**src/rtl/adc_ctrl_defs.svh**
```systemverilog
// Offsets, field positions, reset values and timing counts of the block
`ifndef ADC_CTRL_DEFS_SVH
`define ADC_CTRL_DEFS_SVH

// =====================================================================
// Register map (byte addresses on the plain register port)
`define ADDR_CONTROL        8'h00
`define ADDR_STATUS         8'h04
`define ADDR_IRQ_STATUS     8'h08
`define ADDR_IRQ_MASK       8'h0C

// =====================================================================
// Field positions
`define CTRL_SOFT_STANDBY   0
`define STAT_MODE_LSB       0
`define STAT_GEN_LSB        2
`define STAT_POWERED_DOWN   4
`define STAT_WAKE_BUSY      5
`define IRQ_OVER_RANGE      0
`define IRQ_WAKE_DONE       1
`define IRQ_STRAP_CHANGE    2
`define IRQ_WIDTH           3

// =====================================================================
// Reset values
`define CONTROL_RESET       1'h0
`define IRQ_MASK_RESET      3'h0

// =====================================================================
// Strap levels as seen by the pad comparators
`define STRAP_GROUND        2'h0
`define STRAP_HALF_SUPPLY   2'h1
`define SENSE_TO_REF_NODE   2'h0
`define SENSE_TO_GROUND     2'h1
`define SENSE_TO_DIVIDER    2'h2
`define SENSE_TO_SUPPLY     2'h3

// =====================================================================
// Output coding and timing
`define CODE_MIN            0
`define CODE_MAX            1023
`define PIPE_STAGES         3
`define CLOCK_MHZ           125
`define WAKE_TIME_MS        5
`define WAKE_CYCLES         (`WAKE_TIME_MS * 1000 * `CLOCK_MHZ)

`endif

```
**src/rtl/adc_ctrl_pkg.sv**
```systemverilog
// Types and the code clamp shared by the converter control files
package adc_ctrl_pkg;

    // =================================================================
    // Reference configurations selected by the mode strap
    typedef enum logic [1:0] {
        REF_FULL_EXT   = 2'h0,
        REF_DIFF       = 2'h1,
        REF_TOP_BOTTOM = 2'h2
    } ref_mode_t;

    // Onboard generator output level
    typedef enum logic [1:0] {
        GEN_1V      = 2'h0,
        GEN_2V      = 2'h1,
        GEN_DIVIDER = 2'h2,
        GEN_OFF     = 2'h3
    } gen_level_t;

    // Power state machine, one-hot
    typedef enum logic [2:0] {
        PWR_ACTIVE = 3'h1,
        PWR_DOWN   = 3'h2,
        PWR_WAKE   = 3'h4
    } pwr_state_t;

    // Switch and buffer settings driven to the analog reference block
    typedef struct packed {
        logic       buffer_enable;
        logic       buffer_from_sense;
        logic       sense_force_join;
        logic       generator_enable;
        gen_level_t generator_level;
    } ref_ctrl_t;

    // One conversion result with its over-range flag
    typedef struct packed {
        logic [9:0] code;
        logic       over_range;
    } conv_word_t;

    // =================================================================
    // Clamp a signed level (LSB units above bottom full scale)
    function automatic conv_word_t convert(input logic signed [11:0] lvl);
        conv_word_t w;
        w = '{code: 10'h000, over_range: 1'b0};
        if (lvl < 12'sh000) begin
            w.over_range = 1'b1;
        end else if (lvl > 12'sh3FF) begin
            w.code       = 10'h3FF;
            w.over_range = 1'b1;
        end else begin
            w.code = lvl[9:0];
        end
        return w;
    endfunction

endpackage

```
**src/rtl/adc_pipe.sv**
```systemverilog
// Sampling and conversion pipeline with clamping
`timescale 1ns/100ps
module adc_pipe #(
    parameter int DEPTH = 3
) (
    input  wire logic                     clock,
    input  wire logic                     reset_n,
    input  wire logic                     enable,
    input  wire logic signed [11:0]       analog_input,
    output adc_ctrl_pkg::conv_word_t      result
);

    adc_ctrl_pkg::conv_word_t stage_reg  [DEPTH];
    adc_ctrl_pkg::conv_word_t stage_next [DEPTH];

    // =================================================================
    // Shift; a stopped converter freezes every stage
    // clamped straight binary with flag
    always_comb begin
        for (int i = 0; i < DEPTH; i++) begin
            stage_next[i] = stage_reg[i];
        end
        if (enable) begin
            stage_next[0] = adc_ctrl_pkg::convert(analog_input);
            for (int i = 1; i < DEPTH; i++) begin
                stage_next[i] = stage_reg[i-1];
            end
        end
    end

    always_ff @(posedge clock or negedge reset_n) begin
        if (!reset_n) begin
            for (int i = 0; i < DEPTH; i++) begin
                stage_reg[i] <= '0;
            end
        end else begin
            stage_reg <= stage_next;
        end
    end

    assign result = stage_reg[DEPTH-1];

endmodule

```
**src/rtl/adc_output_and_mode_control.sv**
```systemverilog
// Output, reference mode and power control of the 10-bit converter
//
// Contract
// With the enable low, each 10-bit result is driven, bit 0 least.
// With the enable high, data and over-range flag float together.
// Results are unsigned binary from 0 to 1023 bottom to top.
// In top/bottom mode an input beyond the sense levels raises the flag.
// Standby high powers the converter down and stops conversion.
// The host treats results as invalid for about 5 ms after standby.
// The mode strap picks full external, differential or top/bottom.
// Only differential mode takes differential or center-span inputs.
// Full external mode powers the buffer off and joins sense to force.
// Differential mode runs the buffer from the reference node, opened.
// Top/bottom mode runs the buffer from the sense pins, opened.
// The sense strap sets the generator to 1 V, 2 V, divider or open.
// Sense strap at supply powers the onboard generator down.
// A sample appears on the outputs after the third following edge.
// Inputs past full scale clamp to 0 or 1023 and raise the flag.
// Data and flag change once per clock on the rising edge.
`timescale 1ns/100ps
`include "adc_ctrl_defs.svh"
module adc_output_and_mode_control #(
    parameter int WAKE_CYCLES = `WAKE_CYCLES
) (
    input  wire logic                  clock,
    input  wire logic                  reset_n,
    input  wire logic signed [11:0]    analog_input,
    input  wire logic [1:0]            mode_strap,
    input  wire logic [1:0]            reference_sense_strap,
    input  wire logic                  standby_request,
    input  wire logic                  output_enable_n,
    input  wire logic [7:0]            reg_addr,
    input  wire logic [31:0]           reg_wdata,
    input  wire logic                  reg_write,
    input  wire logic                  reg_read,
    output logic [31:0]                reg_rdata,
    output logic [9:0]                 data_out,
    output logic                       data_out_en,
    output logic                       over_range_flag,
    output logic                       over_range_en,
    output adc_ctrl_pkg::ref_ctrl_t    ref_ctrl,
    output logic                       wake_busy,
    output logic                       irq
);

    localparam int CW = $clog2(WAKE_CYCLES + 1);

    // =================================================================
    // State
    logic [1:0] mode_s1_reg, mode_s2_reg, sense_s1_reg, sense_s2_reg;
    logic [1:0] standby_request_sync_reg, oe_n_sync_reg;
    adc_ctrl_pkg::ref_mode_t  mode_reg,  mode_next;
    adc_ctrl_pkg::ref_ctrl_t  ctrl_reg,  ctrl_next;
    adc_ctrl_pkg::pwr_state_t pwr_reg,   pwr_next;
    logic [CW-1:0]            wake_reg,  wake_next;
    adc_ctrl_pkg::conv_word_t out_reg,   out_next;
    logic                     en_reg,    en_next;
    logic                     soft_standby_request_reg, soft_standby_request_next;
    logic [`IRQ_WIDTH-1:0]    irq_stat_reg,  irq_stat_next;
    logic [`IRQ_WIDTH-1:0]    irq_mask_reg,  irq_mask_next;
    logic                     irq_reg,   irq_next;
    logic [31:0]              rdata_reg, rdata_next;
    logic                     conv_run, standby, wake_done;
    logic [`IRQ_WIDTH-1:0]    events;
    adc_ctrl_pkg::conv_word_t pipe_word;

    // =================================================================
    // Pin synchronisers; only the second stage is read by logic
    always_ff @(posedge clock or negedge reset_n) begin
        if (!reset_n) begin
            mode_s1_reg   <= 2'h0;
            mode_s2_reg   <= 2'h0;
            sense_s1_reg  <= 2'h3;
            sense_s2_reg  <= 2'h3;
            standby_request_sync_reg <= 2'h0;
            oe_n_sync_reg <= 2'h3;
        end else begin
            mode_s1_reg   <= mode_strap;
            mode_s2_reg   <= mode_s1_reg;
            sense_s1_reg  <= reference_sense_strap;
            sense_s2_reg  <= sense_s1_reg;
            standby_request_sync_reg <= {standby_request_sync_reg[0], standby_request};
            oe_n_sync_reg <= {oe_n_sync_reg[0], output_enable_n};
        end
    end

    // =================================================================
    // Strap decode into switch and buffer settings
    always_comb begin
        ctrl_next = '0;
        // three-level mode strap
        unique case (mode_s2_reg)
            `STRAP_GROUND:      mode_next = adc_ctrl_pkg::REF_FULL_EXT;
            `STRAP_HALF_SUPPLY: mode_next = adc_ctrl_pkg::REF_DIFF;
            default:            mode_next = adc_ctrl_pkg::REF_TOP_BOTTOM;
        endcase
        // buffer and switch settings
        ctrl_next.buffer_enable     = mode_next != adc_ctrl_pkg::REF_FULL_EXT;
        ctrl_next.buffer_from_sense = mode_next == adc_ctrl_pkg::REF_TOP_BOTTOM;
        ctrl_next.sense_force_join  = mode_next == adc_ctrl_pkg::REF_FULL_EXT;
        // generator level, off when strapped to supply
        unique case (sense_s2_reg)
            `SENSE_TO_REF_NODE: ctrl_next.generator_level = adc_ctrl_pkg::GEN_1V;
            `SENSE_TO_GROUND:   ctrl_next.generator_level = adc_ctrl_pkg::GEN_2V;
            `SENSE_TO_DIVIDER:
                ctrl_next.generator_level = adc_ctrl_pkg::GEN_DIVIDER;
            default:            ctrl_next.generator_level = adc_ctrl_pkg::GEN_OFF;
        endcase
        ctrl_next.generator_enable = sense_s2_reg != `SENSE_TO_SUPPLY;
    end

    // =================================================================
    // Power state machine with the wake-up interval
    assign standby = standby_request_sync_reg[1] | soft_standby_request_reg;
    always_comb begin
        pwr_next  = pwr_reg;
        wake_next = wake_reg;
        wake_done = 1'b0;
        unique case (pwr_reg)
            // standby stops conversion
            adc_ctrl_pkg::PWR_ACTIVE: begin
                if (standby) begin
                    pwr_next = adc_ctrl_pkg::PWR_DOWN;
                end
            end
            adc_ctrl_pkg::PWR_DOWN: begin
                if (!standby) begin
                    pwr_next  = adc_ctrl_pkg::PWR_WAKE;
                    wake_next = CW'(WAKE_CYCLES - 1);
                end
            end
            // results flagged invalid while waking
            adc_ctrl_pkg::PWR_WAKE: begin
                if (standby) begin
                    pwr_next = adc_ctrl_pkg::PWR_DOWN;
                end else if (wake_reg == '0) begin
                    pwr_next  = adc_ctrl_pkg::PWR_ACTIVE;
                    wake_done = 1'b1;
                end else begin
                    wake_next = wake_reg - 1'b1;
                end
            end
            default: pwr_next = adc_ctrl_pkg::PWR_DOWN;
        endcase
    end

    assign conv_run = pwr_reg != adc_ctrl_pkg::PWR_DOWN;

    // =================================================================
    // Conversion pipeline: sample edge plus two stages
    adc_pipe #(
        .DEPTH        (`PIPE_STAGES)
    ) u_pipe (
        .clock        (clock),
        .reset_n      (reset_n),
        .enable       (conv_run),
        .analog_input (analog_input),
        .result       (pipe_word)
    );

    // Output stage; the enable is the inverse of the synchronised pin
    always_comb begin
        // one update per edge, third edge after the sample
        out_next = conv_run ? pipe_word : out_reg;
        // data and flag share one enable
        en_next  = !oe_n_sync_reg[1];
    end

    // =================================================================
    // Register port, sticky events and interrupt
    assign events = {mode_next != mode_reg,
                     wake_done,
                     conv_run & out_next.over_range};
    always_comb begin
        soft_standby_request_next = soft_standby_request_reg;
        irq_mask_next  = irq_mask_reg;
        irq_stat_next  = irq_stat_reg;
        rdata_next     = 32'h0000_0000;
        if (reg_write) begin
            unique case (reg_addr)
                `ADDR_CONTROL:    soft_standby_request_next = reg_wdata[`CTRL_SOFT_STANDBY];
                `ADDR_IRQ_STATUS: irq_stat_next  = irq_stat_reg &
                                                   ~reg_wdata[`IRQ_WIDTH-1:0];
                `ADDR_IRQ_MASK:   irq_mask_next  = reg_wdata[`IRQ_WIDTH-1:0];
                default: ;
            endcase
        end
        // Set beats clear so no event is lost on a same-cycle write
        irq_stat_next = irq_stat_next | events;
        if (reg_read) begin
            unique case (reg_addr)
                `ADDR_CONTROL: rdata_next[`CTRL_SOFT_STANDBY] = soft_standby_request_reg;
                `ADDR_STATUS: begin
                    rdata_next[`STAT_MODE_LSB +: 2] = mode_reg;
                    rdata_next[`STAT_GEN_LSB +: 2]  = ctrl_reg.generator_level;
                    rdata_next[`STAT_POWERED_DOWN]  = !conv_run;
                    rdata_next[`STAT_WAKE_BUSY]     = wake_busy;
                end
                `ADDR_IRQ_STATUS: rdata_next[`IRQ_WIDTH-1:0] = irq_stat_reg;
                `ADDR_IRQ_MASK:   rdata_next[`IRQ_WIDTH-1:0] = irq_mask_reg;
                default: ;
            endcase
        end
        irq_next = |(irq_stat_next & irq_mask_next);
    end

    // =================================================================
    // All registers of the top level except the pin synchronisers
    always_ff @(posedge clock or negedge reset_n) begin
        if (!reset_n) begin
            mode_reg      <= adc_ctrl_pkg::REF_FULL_EXT;
            ctrl_reg      <= '{buffer_enable: 1'b0, buffer_from_sense: 1'b0,
                               sense_force_join: 1'b1,
                               generator_enable: 1'b0,
                               generator_level: adc_ctrl_pkg::GEN_OFF};
            pwr_reg       <= adc_ctrl_pkg::PWR_ACTIVE;
            wake_reg      <= '0;
            out_reg       <= '0;
            en_reg        <= 1'b0;
            soft_standby_request_reg <= `CONTROL_RESET;
            irq_stat_reg  <= '0;
            irq_mask_reg  <= `IRQ_MASK_RESET;
            irq_reg       <= 1'b0;
            rdata_reg     <= 32'h0000_0000;
        end else begin
            mode_reg      <= mode_next;
            ctrl_reg      <= ctrl_next;
            pwr_reg       <= pwr_next;
            wake_reg      <= wake_next;
            out_reg       <= out_next;
            en_reg        <= en_next;
            soft_standby_request_reg <= soft_standby_request_next;
            irq_stat_reg  <= irq_stat_next;
            irq_mask_reg  <= irq_mask_next;
            irq_reg       <= irq_next;
            rdata_reg     <= rdata_next;
        end
    end

    assign data_out        = out_reg.code;
    assign over_range_flag = out_reg.over_range;
    assign data_out_en     = en_reg;
    assign over_range_en   = en_reg;
    assign ref_ctrl        = ctrl_reg;
    assign reg_rdata       = rdata_reg;
    assign irq             = irq_reg;
    // One-hot wake bit, straight from the state flop
    assign wake_busy       = pwr_reg[2];
endmodule

```
**config.mk**
```make
export PLATFORM = sky130hd
export DESIGN_NAME = adc_output_and_mode_control
export DESIGN_NICKNAME = d
export VERILOG_FILES = /design/src/rtl/adc_ctrl_pkg.sv /design/src/rtl/adc_pipe.sv /design/src/rtl/adc_output_and_mode_control.sv
export VERILOG_INCLUDE_DIRS = /design/src /design/src/rtl
export SDC_FILE = /design/constraint.sdc
export NUM_CORES = 1
export LEC_CHECK = 0
export BUFFER_PORTS_ARGS = -buffer_cell sky130_fd_sc_hd__buf_2
export CAP_MARGIN = 30
export CORE_UTILIZATION = 53
export DETAILED_ROUTE_END_ITERATION = 6
export GPL_ROUTABILITY_DRIVEN = 0
export GPL_TIMING_DRIVEN = 0
export HOLD_SLACK_MARGIN = 0.03
export PLACE_DENSITY = 0.86
export SKIP_CTS_REPAIR_TIMING = 1
export SLEW_MARGIN = 0
export SYNTH_ARGS = -nofsm -noshare
export SYNTH_HDL_FRONTEND = slang
export SYNTH_HIERARCHICAL = 1
export SYNTH_SLANG_ARGS = --single-unit
```
**constraint.sdc**
```tcl
create_clock -name clock -period 2.2 [get_ports clock]
set_input_delay 0.22 -clock clock [delete_from_list [all_inputs] [get_ports clock]]
set_output_delay 0.22 -clock clock [all_outputs]
set_load 0.02 [all_outputs]
```
======== Yosys cells after proc, flatten, opt, wreduce, memory -nomap -nowiden ========
Cells that the tools add are included.
storage, ports and cells
  register bits after elaboration ......... 102
  bits in latches ......................... 0
  memory bits (writable) .................. 0
  bits in read-only memories .............. 0
  input bits .............................. 62
  output and inout port bits .............. 53
  memories ................................ 0
operators by class
  add/subtract/negate cells ............... 1
  $mul .................................... 0
  divide/modulo/power cells ............... 0
  order comparisons ....................... 2
  eq/ne operators ......................... 18
  shift operators ......................... 0
  mux-type cells .......................... 27
  bitwise logic cells ..................... 6
  reduce and logical (&&, ||, !) cells .... 13
operator list
  operator                 number
  $mux W20                 3
  $pmux W20 S2             1
  $mux W3                  9
  $logic_not A20 Y1        1
  $mux W10                 2
  $sub A20 B1 Y20 const B  1
  $eq A8 B4 Y1 const B     2
  $gt A12 B11 Y1 const B   1
  $lt A12 B1 Y1 const B    1
  $pmux W2 S3              2
  $ne A2 B2 Y1 const B     5
  $pmux W3 S3              1
  $eq A8 B3 Y1 const B     1
  $logic_not A8 Y1         1
  $and A3 B3 Y3            2
  $logic_not A2 Y1         3
  $mux W1                  6
  $mux W6                  1
  $eq A2 B1 Y1 const B     2
  $eq A2 B2 Y1 const B     2
  $pmux W1 S4              1
  $pmux W2 S2              1
  $reduce_and A4 Y1        1
  $reduce_bool A2 Y1       2
  14 further kinds         15

======== Depth between registers and ports, before layout ========
  depth after elaboration ................. 7
  gate-level depth with buffers ........... 8

======== Modules after synthesis ========
The synthesis kept the hierarchy.
modules (own cells, without submodules)
  module                       times used  cells an instance  area an instance (um^2)  seq. area each (um^2)
  adc_output_and_mode_control  1           290                3136.8                   1714.1
  adc_pipe                     1           106                1427.6                   825.8

======== Worst setup path before layout ========
OpenSTA, ideal clock, no wires.
  kind .................................... register -> register
  from .................................... reg pwr_reg[0]
  to ...................................... reg u_pipe.stage_reg (netlist bit u_pipe/result[0])
  arrival ................................. 1.854 ns
  data required time ...................... 2.075 ns
  setup slack ............................. 0.221 ns
  stages on the path, launching flop included .. 8
  path buffers ............................ 3
  clock period less this slack ............ 1.979 ns
  cells stage by stage .................... dfstp_2 -> nor2_1 -> and2_0 -> inv_1 -> clkbuf_1 -> buf_6 -> buf_6 -> mux2_4
on the way
  longest elaborated chain between the ends .. 1
RTL lines
  element                   RTL line                            source
  start: declaration        adc_output_and_mode_control.sv:54   adc_ctrl_pkg::pwr_state_t pwr_reg, pwr_next;
  start signal: assignment  adc_output_and_mode_control.sv:216  pwr_reg <= adc_ctrl_pkg::PWR_ACTIVE;
  start signal: assignment  adc_output_and_mode_control.sv:228  pwr_reg <= pwr_next;
  $ne A3 B2 Y1              adc_output_and_mode_control.sv:147  assign conv_run = pwr_reg != adc_ctrl_pkg::PWR_DOWN;
  net conv_run              adc_output_and_mode_control.sv:63   logic conv_run, standby, wake_done;
  end signal: assignment    adc_pipe.sv:37                      stage_reg <= stage_next;
  end: declaration          adc_pipe.sv:13                      adc_ctrl_pkg::conv_word_t stage_reg [DEPTH];
The timed path passes the listed nets, and every way through them passes these cells.
A chain may end at the register's enable or synchronous reset.

======== Final worst setup path ========
  from .................................... reg wake_reg[4]
  to ...................................... reg wake_reg[5]
on the way
  longest elaborated chain between the ends .. 4
  elaborated cells on any way between the ends .. 7
  those cells by class .................... 1 x add/sub; 1 x eq/ne; 3 x mux; 2 x reduce/logical
RTL lines
  element                   RTL line                            source
  start: declaration        adc_output_and_mode_control.sv:55   logic [CW-1:0] wake_reg, wake_next;
  start signal: assignment  adc_output_and_mode_control.sv:229  wake_reg <= wake_next;
  $sub A20 B1 Y20           adc_output_and_mode_control.sv:140  wake_next = wake_reg - 1'b1;
  $mux W20                  adc_output_and_mode_control.sv:136  end else if (wake_reg == '0) begin
  $mux W20                  adc_output_and_mode_control.sv:134  if (standby) begin
  $pmux W20 S2              adc_output_and_mode_control.sv:119  unique case (pwr_reg)
Several ways; a longest one is shown, not always the timed one. The select of a mux whose other input is x is not followed.

==> out/metrics.csv <==
metric,value,unit
antenna diode count,0,
die height,94.8,µm
max reg flops,22,
Max Buffers Root-to-Sink,2,
"flops & latches, synth",101,
Initial DRC Count,136,
Psw,1.46,mW
Pint,3.59,mW
minimum clock period,2.10,ns
Mapped Area,4560,µm²
yosys warns,6,
Main synth FF type,dfrtp_1,
total iterations of the first detailed-routing run,4,
simple-gate portion of the synthesized area,15.9,%
Synth Area in Adders,0.548,%
min setup slack post-route,0.0989,ns
Critical Path End Type,register,
dpl hpwl,5760,µm
Hold Path Class,in -> reg,
CTS tree,done,
share of cells above drive strength 1,35.8,%
detailed-route via count,3069,
sequential share of the synthesized area,55.6,%
status,"finished, final reports clean",
final worst-path cycle share,95.5,%
Routed Wire Length,8250,µm
DRC Markers,0,
"EDFF count, synth",0,
power share of the combinational group,25.7,%
Critical Path Start Type,register,
final setup fails,0,
Post-Route Skew,0.00974,ns
critical path arrival,2.35,ns
WS Path Type,reg -> reg,
dpl ws,-0.0622,ns
Critical Path RT,2.45,ns
Leak,2.68,nW
Die W,94.8,µm
worst slew pin tran,0.616,ns
clock network fraction of total power,25.6,%
TNS Setup,0,ns
Yosys cell types,55,
register share of total power,48.7,%
synth cell count leaders,"91 x dfrtp_1, 54 x nand2_1, 41 x buf_4",
largest family of logic cells by synthesized area,simple AND/OR/NAND/NOR gates,
crit path max fanout,8,
Area contributors post-synth,"dfrtp_1 50%, buf_4 6.7%, mux2_4 5.9%",
worst rel slew slack,58.7,%
sw frac,28.9,%
vias in the first global route,2862,
Compound-Gate Fraction of Synth Area,6.30,%
pwr dens,929,nW/µm²
Yosys top cell area share,49.9,%
most common cell in the netlist,dfrtp_1,
vias per cell,5.02,
first-pass GRT wire length,13100,µm
Max Slew Vio Count,0,
CTS H-tree depth,3,
clock sink total,101,
Placement Rows,33,
clk_lat worst skew,0.37,ns
io pins,115,
mux contribution to synthesized area,9.68,%
total CTS buffers,9,
maximum vdd ir drop,529,µV
Worst-path clk slew,0.10,ns
drt wl/cell,13.5,µm
Async SR Flop Fraction,100,%
antenna violations before repair,0,
post-synth top area cell,dfrtp_1,
IO Port Bufs,58,
root buffer cell,clkbuf_8,
Hold Fails Final Rpt,0,
Area Growth Syn to Fin,19.2,%
core box area,8260,µm²
Total GRT Usage,19.2,%
Avg Inst Size Synth,11.5,µm²
Nets,565,
gr ovfl total,0,
Starting Density,55.3,%
largest net degree at the start of global routing,57,
max cap viols,0,
die area,8990,µm²
Synth Area in XOR/XNOR,1.73,%
Final ANT Viol Nets,0,
Gate Count Post-Synth,396,
Fmax achieved,0.476,GHz
==> path summary, 6_finish.rpt <==
kind / cells after the start / end / start / slack (ns)
max in group asynchronous: 3 / oe_n_sync_reg[0] / reset_n / 1.10
min in group asynchronous: 2 / wake_reg[5] / reset_n / 0.38
worst max-delay path: 7 / wake_reg[5] / wake_reg[4] / 0.1
worst max register to register: 7 / wake_reg[5] / wake_reg[4] / 0.1
worst min-delay path: 3 / u_pipe/stage_reg[24] / analog_input[1] / 0.09
worst min register to register: 0 / mode_s2_reg[1] / mode_s1_reg[1] / 0.35
==> cells by family (layout without fill, tap and decap cells) <==
| logic type | after synthesis | in the layout |
|---|---|---|
| other | 1 | 26 |
| DFF | 101 | 101 |
| and+or+nand+nor | 135 | 135 |
| AOI/OAI and AO/OA | 40 | 40 |
| xor gates and xnor gates | 9 | 9 |
| adders and majority gates | 2 | 2 |
| muxes | 33 | 33 |
| buffers and inverters | 75 | 160 |
==> layer usage <==
layer / vias to the layer above / global-route usage (%) / wire (µm)
li1: 1478 / - / -
met1: 1510 / 23.2 / 3450
met5: - / 0 / 0
met3: 13 / 3.46 / 308
met4: 0 / 9.34 / 143
met2: 68 / 32.9 / 4350
==> final cells by class <==
type                            instances  area, µm²
Clock inverter                          5       81.3
Tap cell                              105        131
Clock buffer                           11        141
Inverter                               21       78.8
Multi-Input combinational cell        245       1670
Timing Repair Buffer                   69        413
Sequential cell                       101       2540
Buffer                                 54        385
Fill cell                             635       2820
==> metrics by stage <==
| step | hold WS [ns] | power [mW] | cells | utilization (%) | area (µm²) |
|---|---|---|---|---|---|
| final | 0.0946 | 5.05 | 611 | 65.9 | 5440 |
| after global routing | 0.103 | 5.31 | 611 | 65.9 | 5440 |
| after CTS | -0.140 | 5.08 | 601 | 64.6 | 5330 |
| after detailed placement | 0.258 | 3.80 | 585 | 61.9 | 5110 |
| after global placement | 0.325 | 3.72 | 584 | 61.5 | 5080 |
| after floorplan | -0.0756 | 3.43 | 421 | - | 4660 |
==> power groups by stage <==
stage	clock network, mW	registers (mW)	logic, mW
floorplan	0	2.56	0.869
global placement	0	2.47	1.24
detailed placement	0	2.50	1.30
CTS	1.31	2.46	1.30
global route	1.39	2.51	1.41
finish	1.29	2.46	1.30
==> critical path, stage by stage, from the launching register on <==
cell and delay [ns]:
dfrtp_1 0.45, nor4_4 0.51, and4_1 0.28, buf_4 0.18, a2111oi_4 0.10, buf_4 0.17
a211oi_1 0.23, a31oi_1 0.06
==> placed cells by master, fill, tap and decap left out, drive strengths merged, types with 5 or more instances in the layout <==
master       instances
buf                108
dfrtp               91
nand2               55
nor2                26
conb                26
mux2                25
inv                 22
clkbuf              19
nor3                11
dfstp               10
o22ai               10
xnor2                8
mux2i                7
dlygate4sd3          7
a21oi                7
nand3                6
o21ai                6
or2                  5
a31oi                5
nor4                 5
(Power assumes the default switching activity.)
